## config.mk

```make
export PLATFORM = sky130hd
export DESIGN_NAME = oag_top
export DESIGN_NICKNAME = d
export VERILOG_FILES = /design/src/design/oag_pkg.sv /design/src/design/oag_top.sv
export SDC_FILE = /design/constraint.sdc
export NUM_CORES = 1
export LEC_CHECK = 0
export BUFFER_PORTS_ARGS = -buffer_cell sky130_fd_sc_hd__buf_2
export CAP_MARGIN = 20
export CORE_UTILIZATION = 35
export CTS_BUF_LIST = sky130_fd_sc_hd__clkbuf_4
export DETAILED_ROUTE_END_ITERATION = 10
export PLACE_DENSITY = 0.67
export SYNTH_ARGS = -nofsm -noshare
export SYNTH_HDL_FRONTEND = slang
export SYNTH_SLANG_ARGS = --single-unit
```

## constraint.sdc

```tcl
create_clock -name core_clk_i -period 0.8 [get_ports core_clk_i]
set_input_delay 0.08 -clock core_clk_i [delete_from_list [all_inputs] [get_ports core_clk_i]]
set_output_delay 0.08 -clock core_clk_i [all_outputs]
set_load 0.005 [all_outputs]
```

## src/design/oag_pkg.sv

```systemverilog
package oag_pkg;

  // addressing modes of one operand
  typedef enum logic [3:0] {
    OAG_M_IMM      = 4'h0,
    OAG_M_RDIR     = 4'h1,
    OAG_M_RIND     = 4'h2,
    OAG_M_RIDX     = 4'h3,
    OAG_M_RPINC    = 4'h4,
    OAG_M_MDIR     = 4'h5,
    OAG_M_MIND     = 4'h6,
    OAG_M_MPINC    = 4'h7,
    OAG_M_MPDEC    = 4'h8,
    OAG_M_MSIDX    = 4'h9,
    OAG_M_MLIDX    = 4'ha,
    OAG_M_MRIDX    = 4'hb,
    OAG_M_BITR     = 4'hc,
    OAG_M_BITM     = 4'hd,
    OAG_M_NONE     = 4'hf
  } oag_mode_t;

  // instruction classes that constrain mode combinations
  typedef enum logic [1:0] {
    OAG_C_ONE   = 2'h0,
    OAG_C_ALU2  = 2'h1,
    OAG_C_LOAD  = 2'h2,
    OAG_C_BIT   = 2'h3
  } oag_class_t;

  // one operand as carried in the decoded instruction
  typedef struct packed {
    oag_mode_t   mode;
    logic        wr_short;   // working-register number given
    logic [7:0]  reg_abs;    // absolute register-file address
    logic [3:0]  wr_num;     // working register / pair number
    logic [3:0]  wr_num2;    // second pair for register index
    logic [15:0] imm;        // immediate, offset or direct address
    logic [2:0]  bit_idx;
  } oag_opnd_t;

  typedef struct packed {
    oag_class_t  cls;
    logic        word;
    oag_opnd_t   dst;
    oag_opnd_t   src;
  } oag_req_t;

  // resolved operand
  typedef struct packed {
    logic        is_imm;
    logic        is_mem;
    logic        prog_space;
    logic [15:0] addr;       // register or memory address
    logic [7:0]  addr_hi;    // second register of a word pair
    logic [15:0] imm;
    logic [2:0]  bit_idx;
    logic        is_bit;
  } oag_res_t;

  // pointer update written back to working registers
  typedef struct packed {
    logic        en;
    logic        pair;
    logic [3:0]  wr_num;
    logic [15:0] value;
  } oag_wb_t;

  localparam logic [7:0]  OAG_WR_BASE_RST = 8'hd0;
  localparam logic [15:0] OAG_PINC_STEP   = 16'h0001;
  localparam logic        OAG_SPACE_RST   = 1'b0;

endpackage : oag_pkg

```

## src/design/oag_top.sv

```systemverilog
// Operation
// RULE1 - immediate operand value is taken straight from the instruction
// RULE2 - word in register file uses named register and the next one
// RULE3 - register direct by absolute address or short working-register number
// RULE4 - register indirect: working register holds operand register address
// RULE5 - register indexed: working register plus one-byte immediate offset
// RULE6 - post-increment: pair and register pointers, move then both +1
// RULE7 - combined post-increment transfers allowed only for byte loads
// RULE8 - long-indexed memory destination with immediate only for word loads
// RULE9 - memory direct, indirect, inc, dec, short, long, register indexed
// RULE10 - direct bit selects any bit of any working register
// RULE11 - indirect bit selects a memory bit addressed by a register pair
// RULE12 - single-operand byte ops accept register direct or indirect only
// RULE13 - two-operand alu needs register direct side, with listed exceptions
// RULE14 - loads add register indexed and immediate to long indexed
// RULE15 - pre-decrement lowers the pair first, then accesses memory
// RULE16 - register-pair indexed address is sum of two even pairs
// RULE17 - memory accesses go to program or data space chosen earlier
// RULE18 - pointer updates wrap at 8 bits for registers, 16 for pairs
module oag_top (
  // clock and reset
  input  wire logic              core_clk_i,
  input  wire logic              rstn_i,
  // working-register window base
  input  wire logic [7:0]        wr_base_i,
  // space select instructions
  input  wire logic              set_prog_i,
  input  wire logic              set_data_i,
  // decoded request
  input  wire logic              req_valid_i,
  input  wire oag_pkg::oag_req_t req_i,
  // working register file read port (16 bytes of current window)
  input  wire logic [127:0]      wr_file_i,
  // results
  output logic                   res_valid_o,
  output logic                   illegal_o,
  output oag_pkg::oag_res_t      dst_o,
  output oag_pkg::oag_res_t      src_o,
  output oag_pkg::oag_wb_t       dst_wb_o,
  output oag_pkg::oag_wb_t       src_wb_o,
  output logic                   prog_space_o
);
  import oag_pkg::*;

  typedef struct packed {
    logic     valid;
    logic     illegal;
    logic     prog;
    oag_res_t dst;
    oag_res_t src;
    oag_wb_t  dwb;
    oag_wb_t  swb;
  } oag_state_t;

  oag_state_t st_r;
  oag_state_t st_nxt;
  logic [7:0] wr [16];

  ////////////////////////////////////////////////////////////////////////
  // working register window as bytes
  genvar gi;
  generate
    for (gi = 0; gi < 16; gi++) begin : g_wr
      assign wr[gi] = wr_file_i[gi*8 +: 8];
    end
  endgenerate

  function automatic logic [15:0] pair_val(input logic [3:0] n);
    logic [3:0] e;
    e = {n[3:1], 1'b0};
    return {wr[e], wr[e | 4'h1]};
  endfunction : pair_val

  function automatic logic is_mem(input oag_mode_t m);
    return m inside {OAG_M_MDIR, OAG_M_MIND, OAG_M_MPINC, OAG_M_MPDEC,
                     OAG_M_MSIDX, OAG_M_MLIDX, OAG_M_MRIDX, OAG_M_BITM};
  endfunction : is_mem

  function automatic logic is_midx(input oag_mode_t m);
    return m inside {OAG_M_MSIDX, OAG_M_MLIDX, OAG_M_MRIDX};
  endfunction : is_midx

  ////////////////////////////////////////////////////////////////////////
  // resolve one operand and its pointer write-back
  task automatic resolve(input oag_opnd_t o, input logic wd,
                         input logic prog, output oag_res_t r,
                         output oag_wb_t wb);
    logic [15:0] pv;
    logic [7:0]  ra;
    pv = pair_val(o.wr_num);
    ra = 8'h00;
    r  = '0;
    wb = '0;
    r.prog_space = prog;                                   // [RULE17]
    r.is_mem     = is_mem(o.mode);
    case (o.mode)
      OAG_M_IMM: begin
        r.is_imm = 1'b1;
        r.imm    = wd ? o.imm : {8'h00, o.imm[7:0]};      // [RULE1]
      end
      OAG_M_RDIR: begin
        ra = o.wr_short ? (wr_base_i | {4'h0, o.wr_num})
                        : o.reg_abs;                       // [RULE3]
      end
      OAG_M_RIND: ra = wr[o.wr_num];                       // [RULE4]
      OAG_M_RIDX: ra = wr[o.wr_num] + o.imm[7:0];          // [RULE5]
      OAG_M_RPINC: begin
        ra        = wr[o.wr_num];                          // [RULE6]
        wb.en     = 1'b1;
        wb.wr_num = o.wr_num;
        wb.value  = {8'h00, wr[o.wr_num] + 8'h01};         // [RULE18]
      end
      OAG_M_MDIR:  r.addr = o.imm;                         // [RULE9]
      OAG_M_MIND:  r.addr = pv;                            // [RULE9]
      OAG_M_MPINC: begin
        r.addr    = pv;                                    // [RULE6]
        wb.en     = 1'b1;
        wb.pair   = 1'b1;
        wb.wr_num = {o.wr_num[3:1], 1'b0};
        wb.value  = pv + OAG_PINC_STEP;                    // [RULE18]
      end
      OAG_M_MPDEC: begin
        r.addr    = pv - OAG_PINC_STEP;                    // [RULE15]
        wb.en     = 1'b1;
        wb.pair   = 1'b1;
        wb.wr_num = {o.wr_num[3:1], 1'b0};
        wb.value  = pv - OAG_PINC_STEP;                    // [RULE18]
      end
      OAG_M_MSIDX: r.addr = pv + {8'h00, o.imm[7:0]};      // [RULE9]
      OAG_M_MLIDX: r.addr = pv + o.imm;                    // [RULE9]
      OAG_M_MRIDX: r.addr = pv + pair_val(o.wr_num2);      // [RULE16]
      OAG_M_BITR: begin
        ra        = wr_base_i | {4'h0, o.wr_num};          // [RULE10]
        r.is_bit  = 1'b1;
        r.bit_idx = o.bit_idx;
      end
      OAG_M_BITM: begin
        r.addr    = pv;                                    // [RULE11]
        r.is_bit  = 1'b1;
        r.bit_idx = o.bit_idx;
      end
      default: r = '0;
    endcase
    if (!r.is_mem && !r.is_imm) begin
      r.addr    = {8'h00, ra};
      r.addr_hi = ra + 8'h01;                              // [RULE2]
    end
  endtask : resolve

  ////////////////////////////////////////////////////////////////////////
  // legality of the combination
  function automatic logic legal(input oag_req_t q);
    oag_mode_t d;
    oag_mode_t s;
    logic      alu_ok;
    logic      pinc;
    d = q.dst.mode;
    s = q.src.mode;
    // register direct on one side with a register direct or indirect, non-bit memory or immediate other side; an immediate only as source
    alu_ok = ((d == OAG_M_RDIR) &&
              (s inside {OAG_M_RDIR, OAG_M_RIND, OAG_M_MIND, OAG_M_MPINC,
                         OAG_M_MPDEC, OAG_M_MDIR, OAG_M_IMM}
               || is_midx(s)))
          || ((s == OAG_M_RDIR) &&
              (d inside {OAG_M_RIND, OAG_M_MIND, OAG_M_MPINC,
                         OAG_M_MPDEC, OAG_M_MDIR} || is_midx(d)))
          || ((s == OAG_M_IMM) && (d inside {OAG_M_MDIR, OAG_M_MIND}))
          || ((s == OAG_M_MDIR) && (d == OAG_M_MIND));      // [RULE13]
    pinc = ((d == OAG_M_RPINC) && (s == OAG_M_MPINC))
        || ((d == OAG_M_MPINC) && (s inside {OAG_M_RPINC, OAG_M_MPINC}));
    case (q.cls)
      OAG_C_ONE:  return !q.word && (d inside {OAG_M_RDIR, OAG_M_RIND})
                        && (s == OAG_M_NONE);              // [RULE12]
      OAG_C_ALU2: return alu_ok;                           // [RULE13]
      OAG_C_LOAD: return alu_ok
        || ((d == OAG_M_RDIR) && (s == OAG_M_RIDX))
        || ((s == OAG_M_RDIR) && (d == OAG_M_RIDX))        // [RULE14]
        || ((d == OAG_M_MLIDX) && (s == OAG_M_IMM) && q.word) // [RULE8]
        || (pinc && !q.word);                              // [RULE7]
      OAG_C_BIT:  return (d inside {OAG_M_BITR, OAG_M_BITM})
        && (s inside {OAG_M_NONE, OAG_M_BITR});            // [RULE10]
      default:    return 1'b0;
    endcase
  endfunction : legal

  ////////////////////////////////////////////////////////////////////////
  always_comb begin
    oag_res_t rd;
    oag_res_t rs;
    oag_wb_t  wd;
    oag_wb_t  ws;
    logic     ok;
    rd     = '0;
    rs     = '0;
    wd     = '0;
    ws     = '0;
    ok     = 1'b0;
    st_nxt = st_r;
    if (set_prog_i) begin
      st_nxt.prog = 1'b1;                                  // [RULE17]
    end else if (set_data_i) begin
      st_nxt.prog = 1'b0;
    end
    resolve(req_i.dst, req_i.word, st_r.prog, rd, wd);
    resolve(req_i.src, req_i.word, st_r.prog, rs, ws);
    ok             = legal(req_i);
    st_nxt.valid   = req_valid_i;
    st_nxt.illegal = req_valid_i && !ok;
    st_nxt.dst     = rd;
    st_nxt.src     = rs;
    // data moves on the resolved address; pointers update after
    st_nxt.dwb     = (req_valid_i && ok) ? wd : '0;        // [RULE6]
    st_nxt.swb     = (req_valid_i && ok) ? ws : '0;
  end

  always_ff @(posedge core_clk_i or negedge rstn_i) begin
    if (!rstn_i) begin
      st_r      <= '0;
      st_r.prog <= OAG_SPACE_RST;
    end else begin
      st_r <= st_nxt;
    end
  end

  assign res_valid_o  = st_r.valid;
  assign illegal_o    = st_r.illegal;
  assign dst_o        = st_r.dst;
  assign src_o        = st_r.src;
  assign dst_wb_o     = st_r.dwb;
  assign src_wb_o     = st_r.swb;
  assign prog_space_o = st_r.prog;

endmodule : oag_top

```

==> qor.txt <==
minimum clock period - 2600 ps
hold crit path type - in2async
static leakage - 0.0132 µW
CTS root buffer - clkbuf_4
Simple-Gate Fraction of Synth Area - 16.5%
Layout Cells excl Fill - 3401
Vias per Instance - 6.12
final setup fails - 242
Max-cap violations - 0
commonest non-fill, non-tap cell in the layout - buf_4
largest net degree at the start of global routing - 34
Post-Synth Adder-Cell Area - 4.92%
Final Hold Fails - 28
largest family of logic cells by synthesized area - multiplexers
period utilisation layout - 325%
Mapped Cells - 1637
CP top delay family - multiplexers
I/O Pins - 365
power per cell area - 1160 mW/mm²
syn nets - 1923
fmax - 384 MHz
routed length per instance - 27.2 µm
Netlist Area Pre-Place - 0.0164 mm²
Slew HR - 57.3%
Async SR Flop Fraction - 100%
ranking of synthesized cells by area - mux4_2 (25%), dfrtp_1 (22%), mux2i_1 (5.6%)
Max H-tree Level - 4
number of global-route vias before repair - 20700
post-route ant nets - 0
maximum VDD drop - 754 µV
GPL Wtd Cong - 1.05
Yosys cell types - 98
Detail Placement HPWL - 73700 µm
vias post-DR - 20800
startpoint types - input pin
Buf+Inv Stages, Crit Path - 1
Placeable Area - 0.0458 mm²
CP required - 1420 ps
final worst slack - -1800 ps
status - finished, violations left
final WL - 92600 µm
clock slew at reported path FFs - 150 ps
worst clock skew - 7.63 ps
GRT Overall Usage - 38.3%
drt first pass iters - 6
unrepaired setup endpoints after global routing - true
clk buf depth - 2
P&R area growth vs syn - 78.0%
most common flop cell mapped by yosys - dfrtp_1
flops & latches, synth - 141
Worst-Skew Late Latency - 690 ps
Worst Setup End Kind - flop
Buffers on Ports - 362
Worst Tran Pin Value - 635 ps
Die Y - 218 µm
clk sinks - 141
number of synthesized flops with an enable pin - 0
yosys warns - 0
post-synthesis sequential area ratio - 21.5%
Max stage delay on crit path - 570 ps
final global-route overflow total - 0
area leader, netlist - mux4_2
initial antenna violation count - 5
Synth Area in XOR/XNOR - 3.90%
# rows - 78
layout cells sized above 1 - 63.7%
most frequent cells in the layout - buf_4 (686), buf_2 (335), mux4_2 (183), dfrtp_1 (141), nand2_1 (128)
CTS Buf Count - 17
Max Fanout on Critical Path - 7
Total Die Area - 0.0477 mm²
TNS Setup - -186050 ps
worst slack, placed - -2890 ps
Residual DRC - 0
multiplexer area fraction after synthesis - 32.7%
Starting Density - 35.8%
final core occ - 63.7%
post-synth top area share - 25.0%
DRT iter0 DRCs - 2182
Fin Hold WS - -202 ps
CP Data Arrival Time - 3220 ps
Placed Cells - 3216
failing checks - hold timing, setup timing
Synth Area in Compound Gates - 16.1%
Crit path top cell by count - mux4_2
crit-path cells - buf_16, mux4_2, mux4_2, ha_4, fa_2, a21o_1, a21oi_2, xor2_1, o221a_1, or3_4, nor3b_2, xnor2_1
Setup Crit Path Kind - in2reg
Slew Viols, Final - 0
syn_area_per_cell - 10.0 µm²
die span in x - 218 µm
CTS tree - built
first-pass GRT wire length - 133000 µm
Slowest-stage cell, CP - mux4_2
Nets - 3067
==> flip-flops by register name, summed over array words and instances (netlist names) <==
name,count
res_valid_o,1
src_o,47
dst_wb_o,22
prog_space_o,1
illegal_o,1
src_wb_o,22
dst_o,47
==> worst register-to-register path, stage by stage, from the launching register on <==
cell and delay [ps]:
dfrtp_1 400, inv_1 90, a31oi_1 190
==> cell usage after synthesis, drive strengths merged (8+ instances only) <==
| cell | number |
|---|---|
| nand2b | 18 |
| or4 | 9 |
| nor2b | 15 |
| xor2 | 23 |
| or2 | 8 |
| o31ai | 8 |
| o21ai | 97 |
| nor4 | 11 |
| o211ai | 17 |
| a31oi | 18 |
| nor2 | 83 |
| or3 | 15 |
| mux2 | 16 |
| ha | 58 |
| nor3 | 35 |
| nor4b | 8 |
| a221oi | 10 |
| buf | 42 |
| o21a | 11 |
| nor3b | 10 |
| and2 | 32 |
| and3 | 37 |
| inv | 55 |
| a22oi | 37 |
| mux4 | 184 |
| nand3b | 9 |
| xnor2 | 50 |
| dfrtp | 141 |
| nand3 | 51 |
| nand4 | 21 |
| a21o | 15 |
| clkbuf | 65 |
| a21oi | 66 |
| a222oi | 9 |
| mux2i | 97 |
| nand2 | 139 |
==> area by class of cell <==
cell class / instances / area (µm²)
multi-input combinational: 1334 / 14700
tap: 600 / 751
inverter: 55 / 224
clock inverter: 15 / 128
sequential: 141 / 3530
antenna: 7 / 17.5
clock buffer: 17 / 128
timing repair buffer: 1232 / 9640
fill: 3643 / 16600
==> metrics by stage <==
step,instance area (µm²),total power [µW],hold slack (ps)
after floorplan,17600,16400,-216
after global placement,25000,25100,-8.51
after detailed placement,25000,25300,-6.75
after CTS,28100,32300,-220
after global routing,29100,35200,-197
final,29100,33900,-202
==> cell families (layout without fill, tap and decap cells) <==
group | after synthesis | after routing
and+or+nand+nor | 518 | 518
buffers and inverters | 162 | 1319
other | 0 | 7
adders and majority gates | 62 | 62
xor gates and xnor gates | 73 | 73
AOI/OAI and AO/OA | 384 | 384
DFF | 141 | 141
muxes | 297 | 297
==> power breakdown <==
| group | internal (µW) | leakage [µW] | switching [µW] | total (µW) |
|---|---|---|---|---|
| logic | 10800 | 0.0112 | 10700 | 21500 |
| registers | 7580 | 0.00189 | 176 | 7760 |
| clock network | 1320 | 0.000130 | 3330 | 4650 |
==> routing by layer <==
| layer | wire (µm) | track usage [%] |
|---|---|---|
| met5 | 11 | 0 |
| met1 | 37400 | 52.3 |
| met4 | 4590 | 17.2 |
| met3 | 9270 | 7.57 |
| met2 | 41300 | 58.7 |
==> what timing repair did <==
item,CTS,global route
resized for setup,367,168
cloned,8,0
setup buffers,69,48
setup endpoints to repair,235,255
hold buffers,51,2
hold endpoints to repair,230,31
pin swaps,141,111
==> final timing paths <==
path	depth (start not counted)	start	end	slack, ps
max	12	req_i[64]	dst_o[26]	-1800
min in group core_clk_i	4	req_i[34]	src_o[27]	-190
min reg2reg	2	prog_space_o	src_o[44]	630
max in group asynchronous	3	rstn_i	src_wb_o[7]	430
min	2	rstn_i	dst_o[15]	-200
max reg2reg	2	prog_space_o	dst_o[44]	50
Note: power is estimated with default switching activity, not from simulation.
